--- src/core/pspm_pkg.sv ---
// Constants for the power-on strap pin multiplexer
package pspm_pkg;
  // Strap register field positions
  localparam int unsigned STRAP_W            = 5;
  localparam int unsigned BIT_CONFIG_ADDRESS = 0;
  localparam int unsigned BIT_INFRARED_IDE   = 1;
  localparam int unsigned BIT_PNP_COMPAT     = 2;
  localparam int unsigned BIT_GAMEPORT_DMA   = 3;
  localparam int unsigned BIT_IRQ_GPIO       = 4;
  // Value after reset, equal to the pull defaults
  localparam logic [4:0]  STRAP_RESET        = 5'h0e;
  // Bit of the handshake status word that carries clear-to-send
  localparam int unsigned HS_CTS_BIT         = 4;
  localparam int unsigned HS_W               = 8;
  localparam logic [7:0]  HS_RESET           = 8'h00;
  localparam int unsigned SYNC_STAGES        = 2;
endpackage : pspm_pkg

--- src/core/pspm_sync.sv ---
// Two-flop synchroniser for a bus of pin levels
`timescale 1ns/1ps
module pspm_sync #(
  parameter int unsigned W = 1
) (
  input  wire logic         ref_clk,
  input  wire logic [W-1:0] d,
  output logic      [W-1:0] q
);
  logic [W-1:0] meta_reg;
  logic [W-1:0] meta_next;
  logic [W-1:0] q_reg;
  logic [W-1:0] q_next;

  always_comb begin
    meta_next = d;
    q_next    = meta_reg;
  end

  always_ff @(posedge ref_clk) begin
    meta_reg <= meta_next;
    q_reg    <= q_next;
  end

  assign q = q_reg;
endmodule : pspm_sync

--- src/core/pspm_strap_mux.sv ---
// Strap capture, pin function mux and host control pin handling
`timescale 1ns/1ps
module pspm_strap_mux (
  input  wire logic       ref_clk,
  input  wire logic       rst,
  input  wire logic       master_reset_in,
  // Strap pins sensed during reset (inputs of the two-way pins)
  input  wire logic       serial_out_a_in,
  input  wire logic       serial_out_b_in,
  input  wire logic       terminal_ready_a_n_in,
  input  wire logic       send_request_a_n_in,
  input  wire logic       send_request_b_n_in,
  // UART core side
  input  wire logic       uart_tx_a,
  input  wire logic       uart_tx_b,
  input  wire logic       uart_dtr_a,
  input  wire logic       uart_dtr_b,
  input  wire logic       uart_rts_a,
  input  wire logic       uart_rts_b,
  // Serial outputs with enables, except terminal_ready_b_n which is always driven
  output logic            serial_out_a,
  output logic            serial_out_a_oe,
  output logic            serial_out_b,
  output logic            serial_out_b_oe,
  output logic            terminal_ready_a_n,
  output logic            terminal_ready_a_n_oe,
  output logic            terminal_ready_b_n,
  output logic            send_request_a_n,
  output logic            send_request_a_n_oe,
  output logic            send_request_b_n,
  output logic            send_request_b_n_oe,
  // Modem inputs, active low
  input  wire logic       clear_to_send_a_n,
  input  wire logic       data_set_ready_a_n,
  input  wire logic       carrier_detect_a_n,
  input  wire logic       ring_indicator_a_n,
  output logic [7:0]      handshake_status_a,
  // Software write of the strap register
  input  wire logic       strap_wr,
  input  wire logic [4:0] strap_wdata,
  output logic [4:0]      strap_config_register,
  // Interrupt / GPIO shared pins
  input  wire logic       irq_a_src,
  input  wire logic       irq_b_src,
  input  wire logic [1:0] gpio_out,
  input  wire logic [1:0] gpio_oe,
  input  wire logic       gp_io_one_in,
  input  wire logic       gp_io_zero_in,
  output logic            gp_io_one,
  output logic            gp_io_one_oe,
  output logic            gp_io_zero,
  output logic            gp_io_zero_oe,
  output logic [1:0]      gpio_in,
  // Game port / DMA A pins
  input  wire logic       game_rd_n,
  input  wire logic       game_wr_n,
  input  wire logic       dma_a_req,
  input  wire logic       game_ack_n_in,
  output logic            game_pin_rd,
  output logic            game_pin_wr,
  output logic            dma_a_ack,
  // Host bus control
  input  wire logic       chip_select_n,
  input  wire logic       io_cycle_n,
  output logic            host_select,
  input  wire logic       epp_mode,
  input  wire logic       epp_busy,
  output logic            channel_ready_oe,
  input  wire logic       dma_active,
  input  wire logic       terminal_count,
  output logic            dma_done
);
  // Strap, master reset, host cycle, terminal count, acknowledge, modem and general I/O pin levels cross two flops first
  localparam int unsigned NS = 16;
  logic [NS-1:0] raw_in;
  logic [NS-1:0] syn;
  assign raw_in = {master_reset_in, serial_out_a_in, serial_out_b_in, terminal_ready_a_n_in,
                   send_request_a_n_in, send_request_b_n_in, chip_select_n, io_cycle_n,
                   terminal_count, game_ack_n_in, clear_to_send_a_n, data_set_ready_a_n,
                   carrier_detect_a_n, ring_indicator_a_n, gp_io_one_in, gp_io_zero_in};

  pspm_sync #(.W(NS)) u_sync (
    .ref_clk (ref_clk),
    .d       (raw_in),
    .q       (syn)
  );

  logic mr_s, serial_out_a_s, serial_out_b_s, dtra_s, rtsa_s, rtsb_s, cs_n_s, cyc_n_s, tc_s, ack_n_s;
  logic cts_s, dsr_s, dcd_s, ri_s, gp1_s, gp0_s;
  assign {mr_s, serial_out_a_s, serial_out_b_s, dtra_s, rtsa_s, rtsb_s, cs_n_s, cyc_n_s, tc_s, ack_n_s,
          cts_s, dsr_s, dcd_s, ri_s, gp1_s, gp0_s} = syn;

  logic [4:0] strap_reg,  strap_next;
  logic       mr_reg,     mr_next;
  logic [7:0] hs_reg,     hs_next;
  logic       sel_reg,    sel_next;
  logic       rdy_reg,    rdy_next;
  logic       done_reg,   done_next;
  logic [10:0] pin_reg,   pin_next;
  logic [1:0] gin_reg,    gin_next;
  logic       mr_fall;

  assign mr_fall = mr_reg & ~mr_s;

  always_comb begin
    strap_next = strap_reg;
    if (mr_fall) begin
      strap_next[pspm_pkg::BIT_INFRARED_IDE]   = serial_out_a_s;
      strap_next[pspm_pkg::BIT_GAMEPORT_DMA]   = serial_out_b_s;
      strap_next[pspm_pkg::BIT_CONFIG_ADDRESS] = dtra_s;
      strap_next[pspm_pkg::BIT_PNP_COMPAT]     = rtsa_s;
      strap_next[pspm_pkg::BIT_IRQ_GPIO]       = rtsb_s;
    end else if (strap_wr && !mr_s) begin
      strap_next = strap_wdata;
    end
    mr_next = mr_s;
    hs_next = {~ri_s, ~dcd_s, ~dsr_s,
               ~cts_s, 4'h0};
    sel_next  = ~cs_n_s & ~cyc_n_s;
    rdy_next  = epp_mode & sel_next & epp_busy;
    done_next = dma_active & tc_s;
    // Pin drivers: {serial_out_a,serial_out_b,dtra,dtrb,rtsa,rtsb,irqa/gp_io_one,oe1,irqb/gp_io_zero,oe0,drive}
    pin_next[10] = uart_tx_a;
    pin_next[9]  = uart_tx_b;
    pin_next[8]  = ~uart_dtr_a;
    pin_next[7]  = ~uart_dtr_b;
    pin_next[6]  = ~uart_rts_a;
    pin_next[5]  = ~uart_rts_b;
    if (strap_reg[pspm_pkg::BIT_IRQ_GPIO]) begin
      pin_next[4:1] = {gpio_out[1], gpio_oe[1], gpio_out[0], gpio_oe[0]};
    end else begin
      pin_next[4:1] = {irq_a_src, 1'b1, irq_b_src, 1'b1};
    end
    pin_next[0] = ~mr_s; // Pins float while straps are sensed
    gin_next = {gp1_s, gp0_s};
    if (mr_s) begin
      hs_next   = pspm_pkg::HS_RESET;
      sel_next  = 1'b0;
      rdy_next  = 1'b0;
      done_next = 1'b0;
    end
  end

  always_ff @(posedge ref_clk) begin
    if (rst) begin
      strap_reg <= pspm_pkg::STRAP_RESET;
      mr_reg    <= 1'b1;
      hs_reg    <= pspm_pkg::HS_RESET;
      sel_reg   <= 1'b0;
      rdy_reg   <= 1'b0;
      done_reg  <= 1'b0;
      pin_reg   <= 11'h000;
      gin_reg   <= 2'h0;
    end else begin
      strap_reg <= strap_next;
      mr_reg    <= mr_next;
      hs_reg    <= hs_next;
      sel_reg   <= sel_next;
      rdy_reg   <= rdy_next;
      done_reg  <= done_next;
      pin_reg   <= pin_next;
      gin_reg   <= gin_next;
    end
  end

  // Game-port pins carry DMA A when strap bit 3 is low
  logic gp_rd_reg, gp_rd_next, gp_wr_reg, gp_wr_next, ack_reg, ack_next;
  always_comb begin
    if (strap_reg[pspm_pkg::BIT_GAMEPORT_DMA]) begin
      gp_rd_next = game_rd_n;
      gp_wr_next = game_wr_n;
      ack_next   = 1'b0;
    end else begin
      gp_rd_next = 1'b1;
      gp_wr_next = dma_a_req;
      ack_next   = ~ack_n_s;
    end
  end

  always_ff @(posedge ref_clk) begin
    if (rst) begin
      gp_rd_reg <= 1'b1;
      gp_wr_reg <= 1'b1;
      ack_reg   <= 1'b0;
    end else begin
      gp_rd_reg <= gp_rd_next;
      gp_wr_reg <= gp_wr_next;
      ack_reg   <= ack_next;
    end
  end

  assign serial_out_a          = pin_reg[10];
  assign serial_out_b          = pin_reg[9];
  assign terminal_ready_a_n    = pin_reg[8];
  assign terminal_ready_b_n    = pin_reg[7];
  assign send_request_a_n      = pin_reg[6];
  assign send_request_b_n      = pin_reg[5];
  assign serial_out_a_oe       = pin_reg[0];
  assign serial_out_b_oe       = pin_reg[0];
  assign terminal_ready_a_n_oe = pin_reg[0];
  assign send_request_a_n_oe   = pin_reg[0];
  assign send_request_b_n_oe   = pin_reg[0];
  assign gp_io_one             = pin_reg[4];
  assign gp_io_one_oe          = pin_reg[3];
  assign gp_io_zero            = pin_reg[2];
  assign gp_io_zero_oe         = pin_reg[1];
  assign gpio_in               = gin_reg;
  assign handshake_status_a    = hs_reg;
  assign strap_config_register = strap_reg;
  assign host_select           = sel_reg;
  assign channel_ready_oe      = rdy_reg;
  assign dma_done              = done_reg;
  assign game_pin_rd           = gp_rd_reg;
  assign game_pin_wr           = gp_wr_reg;
  assign dma_a_ack             = ack_reg;
endmodule : pspm_strap_mux

--- config.mk ---
export PLATFORM = sky130hd
export DESIGN_NAME = pspm_strap_mux
export DESIGN_NICKNAME = d
export VERILOG_FILES = /design/src/core/pspm_pkg.sv /design/src/core/pspm_sync.sv /design/src/core/pspm_strap_mux.sv
export SDC_FILE = /design/constraint.sdc
export NUM_CORES = 1
export LEC_CHECK = 0
export BUFFER_PORTS_ARGS = -buffer_cell sky130_fd_sc_hd__buf_4
export CAP_MARGIN = 20
export CORE_ASPECT_RATIO = 1.25
export CORE_UTILIZATION = 44
export DETAILED_ROUTE_END_ITERATION = 10
export PLACE_DENSITY_LB_ADDON = 0.2
export SETUP_SLACK_MARGIN = 0.3
export SKIP_LAST_GASP = 1
export SYNTH_ARGS = -nofsm -noshare
export SYNTH_HDL_FRONTEND = slang
export SYNTH_SLANG_ARGS = --single-unit
--- constraint.sdc ---
create_clock -name ref_clk -period 1.1 [get_ports ref_clk]
set_input_delay 0.055 -clock ref_clk [delete_from_list [all_inputs] [get_ports ref_clk]]
set_output_delay 0.055 -clock ref_clk [all_outputs]
set_load 0.01 [all_outputs]
==> metrics.md, run 1 <==
| Metric | Value |
|---|---|
| Post-DP HPWL | approximately 2.1 mm |
| Outcome | complete, no violations |
| Max Cap Viol | 0 |
| Synth top area cells | dfxtp_1 76%, buf_4 4.2%, nor2_1 4.0%, mux2i_1 3.1%, nor2b_1 1.9% |
| Chip width | 56.2 µm |
| Cells after Synth | between 100 and 150 |
| Worst Path Max Fanout | 7 |
| Drt drc | 0 |
| CTS max path bufs | 2 |
| Max Freq | between 1 and 1.5 GHz |
| Total power | approximately 5.0 mW |
| ANT nets after route | 0 |
| Worst vdd ir | between 1.5 and 2 mV |
| # port buffers | between 70 and 80 |
| CP cell instances | mux2_4, mux2i_1, nand2b_1 |
| H-tree depth | 3 |
| Final WL | roughly 3.7 mm |
| Vias | 1,221 |
| Mean Syn Cell Area | around 13 µm² |
| Capturing point of the worst reg2reg path | strap_config_register[1] |
| Pwr per Cell Area | roughly 1700 mW/mm² |
| # rows | 24 |
| RSZ-0062 raised after global routing | true |
| Post-synthesis async set-or-reset flop share | 0 |
| CORE AREA | 0.00348 mm² |
| I/O pins | 78 |
| Hold Crit Class | input pin to flop |
| Clk slew on worst S/H paths | 60 ps |
| Tcrit/Tclk final | 0.889 |
| Cell taking the most area after synthesis | dfxtp_1 |
| Required time worst endpoint | 1310 ps |
| Global-route usage over all layers | 0.200 |
| Setup WS post-layout | approximately 120 ps |
| CTS root buf | clkbuf_8 |
| Most frequent cells after synthesis | 61 x dfxtp_1, 17 x nor2_1, 9 x buf_4, 5 x mux2i_1, 5 x nor2b_1 |
| Post-synth EDFFs | 0 |
| R2r worst-path depth | 3 |
| GPL Wtd Cong | approximately 0.73 |
| CTS tree | yes |
| Syn. warnings | 0 |
| Slowest CP cell | dfxtp_4 |
| Crit path kind | flop to flop |
| Inserted Clock Buffers | 9 |
| Vias/cell | ~4.3 |
| Clk sink count | a little over 60 |
| Final Non-Filler Cells | between 200 and 300 |
| Starting Density | 0.463 |
| Worst r2r src | mr_reg |
| Later-pin clock latency in the skew report | between 300 and 400 ps |
| Synth Register Bits | just over 60 |
| Most common cell in the netlist | dfxtp_1 |
| R2R Setup Slk | between 100 and 150 ps |
| Sequential cell area | between 0.001 and 0.0015 mm² |
| Initial antenna violation count | 0 |
| Worst setup startpoint | mr_reg |
| Pins Over Slew Limit | 0 |
| DR pass1 iterations | 4 |
| Placed instance count | 230 |
| First-pass GRT wire length | 5.80 mm |
| # setup viols final | 0 |
| Place WS | ~100 ps |
| CP endpoint kind | flop |
| Clock Skew | about 3.5 ps |
| TNS Setup | 0 ps |
| Syn-to-layout area delta | 81.8% |
| Largest stage delay, worst path | 380 ps |
| Fin crit period | between 900 and 1000 ps |
| Vias in the first global route | around 1,400 |
| Nets@finish | around 280 |
| Multi-input combinational cell area | 342 µm² |
| Layout cell share with drive strength beyond 1 | 0.547 |
| Leak | ~1.4 nW |
| Antenna Cells | 0 |
| Final number of hold-violating endpoints | 0 |
| Grt total ovfl | 0 |
| Sequential cell area fraction in the yosys report | 0.757 |
| Die area | between 0.003 and 0.004 mm² |
| Largest net degree at the start of global routing | 21 |
| Fillers | 180 |
| Worst Setup EP | strap_config_register[1] |
| Post-synth top flop | dfxtp_1 |
| Yosys cell types | 22 |
| Die Y | between 60 and 70 µm |
| CP arrival | roughly 1200 ps |
| DR iter-0 viols | 14 |
| Post-synth top area share | 0.757 |
| Synthesized cell area | approximately 0.0016 mm² |
| Routed WL per cell | ~13 µm |
| Critical path startpoint category | flop |
==> cells by family after synthesis <==
kind of cell / after synthesis / synth area share
AND/OR/NAND/NOR: 31 / 0.101
AO/OA/AOI/OAI: 10 / 0.0411
multiplexers: 6 / 0.0380
buffers and inverters: 15 / 0.0605
other: 1 / 0.00233
flip-flops: 61 / 0.757
==> worst max-delay path: cells and delay by family, from the launching register on <==
kind	cells	cell delay, ps
flops	1	380
simple gates	1	60
mux	2	430
==> cell usage in the layout (no fill, tap or decap), drive strengths merged, types with 2 or more instances in the layout <==
cell | synthesis | layout
conb | 1 | 4
a21oi | 4 | 4
nor2 | 17 | 17
and3b | 2 | 2
a211oi | 2 | 2
dfxtp | 61 | 61
dlygate4sd3 | 0 | 33
nor3 | 2 | 2
and3 | 2 | 2
nor2b | 5 | 5
bufinv | 0 | 2
buf | 10 | 80
clkbuf | 2 | 11
inv | 3 | 3
mux2i | 5 | 5
o22ai | 2 | 2
==> power by group <==
| group | switching (mW) | internal, mW |
|---|---|---|
| combinational | 0.168 | 0.355 |
| sequential | 0.0671 | 2.34 |
| clock | 0.777 | 1.32 |
==> worst min-delay path by stage <==
stage	start	end	slack [ps]	depth (start not counted)
after global placement	serial_out_a_in	u_sync.meta_reg[14]	160	1
after detailed placement	send_request_b_n_in	u_sync.meta_reg[10]	160	1
final	rst	host_select	70	3
after floorplan	gp_io_zero_in	u_sync.meta_reg[0]	80	0
after global routing	rst	pin_reg[0]	70	3
after CTS	dma_a_req	game_pin_wr	50	3
==> metrics by stage <==
step,hold slack (ps),instance area (µm²),util
after global placement,160,2170,0.624
final,67.6,2930,0.842
after global routing,68.1,2930,0.842
after detailed placement,161,2170,0.624
after CTS,54.3,2900,0.831
after floorplan,82.7,1640,-
==> per-layer routing <==
metal  track usage  vias up  wire length, µm
met5             0        -                0
met4        0.0867        0               52
met3        0.0765        6              179
met2         0.399       45             2250
met1         0.166      557             1210
li1              -      613                -
==> cell type report <==
cell class | instances | share of cell area
clock inverters | 4 | 0.0248
inverters | 3 | 0.00384
repair buffers | 113 | 0.359
multi-input cells | 51 | 0.117
clock buffers | 11 | 0.0482
flip-flops and latches | 61 | 0.431
well taps | 39 | 0.0166
==> timing repair <==
item / CTS / global route
resized for setup: 55 / 12
endpoints found under the setup margin: 46 / 47
pin swaps: 1 / 1
hold buffers: 33 / 0
setup buffers: 3 / 1
endpoints found under the hold margin: 30 / 0
Power figures use the tool's default switching activity.
==> inputs of run 2 (changes only) <==
CORE_UTILIZATION = 47   (was 44)
CTS_BUF_LIST = sky130_fd_sc_hd__clkbuf_4   (was default)
SYNTH_HIERARCHICAL = 1   (was default)
==> metrics.md, run 2 <==
| Metric | Value |
|---|---|
| Vias/cell | 4.69 |
| Pwr per Cell Area | 1510 mW/mm² |
| Largest stage delay, worst path | 380 ps |
| ANT nets after route | 0 |
| Post-synth top flop | dfxtp_1 |
| CP endpoint kind | flop |
| Nets@finish | between 200 and 300 |
| Syn-to-layout area delta | 80.3% |
| H-tree depth | 3 |
| Clk slew on worst S/H paths | 90 ps |
| DR iter-0 viols | 58 |
| Post-synth EDFFs | 0 |
| Placed instance count | between 200 and 250 |
| Worst vdd ir | 1.38 mV |
| Antenna Cells | 0 |
| Vias | between 1,000 and 1,500 |
| Setup WS post-layout | -3.06 ps |
| Inserted Clock Buffers | 9 |
| CP arrival | ~1400 ps |
| Initial antenna violation count | 0 |
| Largest net degree at the start of global routing | 22 |
| Yosys cell types | 27 |
| Die Y | 68.5 µm |
| Failing checks | setup timing |
| # setup viols final | 2 |
| Sequential cell area fraction in the yosys report | 0.735 |
| Leak | ~1.4 nW |
| Synth top area cells | dfxtp_1 73%, buf_4 4.1%, nor2_1 2.5%, a2111o_1 2.0%, nor2b_1 1.9% |
| Mean Syn Cell Area | around 14 µm² |
| Clk sink count | 61 |
| Placed Area | roughly 0.0022 mm² |
| Worst Path Max Fanout | 8 |
| Drt drc | 0 |
| Synth Area in Simple Gates | 0.124 |
| Post-synth top area share | 0.735 |
| R2R Setup Slk | -3 ps |
| CTS max path bufs | 2 |
| Hold Startpoint | rst |
| CTS root buf | clkbuf_4 |
| Syn. warnings | 6 |
| I/O pins | about 80 |
| Final Non-Filler Cells | approximately 280 |
| RSZ-0062 raised after global routing | true |
| Required time worst endpoint | 1430 ps |
| Worst setup startpoint | u_sync/q[15] |
| Starting Density | 0.506 |
| CORE AREA | about 0.0033 mm² |
| Hold Crit Class | input pin to flop |
| # port buffers | 73 |
| Largest family of logic cells by synthesized area | simple AND/OR/NAND/NOR gates |
| First-pass GRT wire length | roughly 6.3 mm |
| Most common cell in the netlist | dfxtp_1 |
| CP cell instances | buf_4, or2_4, inv_2, and3_1 |
| Global-route usage over all layers | 0.261 |
| Tcrit/Tclk final | 1.00 |
| Outcome | finished, violations left |
| CTS tree | yes |
| Final WL | a little over 5 mm |
| Routed WL per cell | roughly 18 µm |
| # rows | 23 |
| Synth Area in Compound Gates | 0.0610 |
| Most frequent cells in the layout | 44 x buf_4, 38 x buf_6, 36 x dlygate4sd3_1 |
| DR pass1 iterations | 4 |
| Layout cell share with drive strength beyond 1 | 0.577 |
| Post-route design area | approximately 0.003 mm² |
| Crit path kind | flop to flop |
| Synth Area in Adders | 0 |
| Grt total ovfl | 0 |
| Later-pin clock latency in the skew report | roughly 400 ps |
| Cell family contributing the most delay on the critical path | simple AND/OR/NAND/NOR gates |
| Cell taking the most area after synthesis | dfxtp_1 |
| Fin crit period | 1100 ps |
| Post-synthesis async set-or-reset flop share | 0 |
| Buf/Inv on CP | 2 |
| Die area | 0.00378 mm² |
| Slowest CP cell | dfxtp_4 |
| Chip width | between 50 and 60 µm |
| Final number of hold-violating endpoints | 0 |
| Cells after Synth | ~120 |
| Max Cap Viol | 0 |
| Commonest non-fill, non-tap cell in the layout | buf_4 |
| Worst r2r src | u_sync/q[15] |
| Clock Skew | 13.4 ps |
| Vias in the first global route | 1,322 |
| Most frequent cells after synthesis | 61 x dfxtp_1, 11 x nor2_1, 9 x buf_4, 5 x nor2b_1, 4 x inv_1 |
| Synth Register Bits | 61 |
| Critical path startpoint category | flop |
| GPL Wtd Cong | approximately 0.67 |
| Post-synthesis mux area share | 0.0120 |
| Pins Over Slew Limit | 0 |
| Synthesized cell area | between 0.0015 and 0.002 mm² |
| Post-synthesis xor/xnor area fraction | 0 |
| Max Freq | 0.907 GHz |
| Post-DP HPWL | around 2.2 mm |
-- run 2: stage by stage --
| step | worst slack, ps | total power, mW | hold WS (ps) | utilization | setup TNS, ps |
|---|---|---|---|---|---|
| after global routing | -52.7 | 4.71 | -4.57 | 0.913 | -164 |
| after detailed placement | -13.1 | 2.80 | 161 | 0.674 | -22.4 |
| after global placement | 30.6 | 2.78 | 159 | 0.674 | 0 |
| after floorplan | 16.1 | 2.58 | 82.7 | - | 0 |
| final | -3.06 | 4.52 | 9.87 | 0.913 | -4.67 |
| after CTS | 26.0 | 4.43 | 2.14 | 0.891 | 0 |
-- run 2: worst reg2reg max path, cell delays in order, from the launching register on --
cell     delay, ps
dfxtp_4        380
buf_4          150
or2_4          270
inv_2           80
and3_1         170
-- run 2: where the power goes --
| part | switching, mW | leakage (nW) | internal (mW) |
|---|---|---|---|
| Sequential | 0.0686 | 0.518 | 2.34 |
| Clock | 0.737 | 0.0779 | 0.783 |
| Combinational | 0.214 | 0.770 | 0.386 |
-- run 2: logic make-up after synthesis --
logic type	Yosys count
AOI/OAI and AO/OA	9
DFF	61
other	1
muxes	2
and+or+nand+nor	32
buffers and inverters	18
-- run 2: cell type report --
type / count / area, µm²
Clock buffer: 13 / 97.6
Clock inverter: 2 / 35.0
Fill cell: 120 / 285
Inverter: 5 / 18.8
Multi-Input combinational cell: 47 / 409
Sequential cell: 61 / 1270
Tap cell: 37 / 46.3
Timing Repair Buffer: 118 / 1120
-- run 2: metal layers --
| layer | vias up | track usage | wire length, µm |
|---|---|---|---|
| li1 | 635 | - | - |
| met1 | 618 | 0.247 | 1790 |
| met2 | 62 | 0.492 | 2940 |
| met3 | 13 | 0.0600 | 235 |
| met4 | 0 | 0.144 | 103 |
| met5 | - | 0 | 0 |
-- run 2: final timing paths --
| kind | to | cells after the start |
|---|---|---|
| max | dma_done | 4 |
| min | dma_a_ack | 2 |
| max reg2reg | dma_done | 4 |
| min reg2reg | u_sync/q[15] | 0 |
-- run 2: repair_timing --
item                                   CTS  global route
setup buffers                            4             1
gates resized for setup                 59            23
setup endpoints to repair               46            50
pin swaps                                6             2
endpoints found under the hold margin   30             0
cloned                                   0             0
hold buffers                            36             0
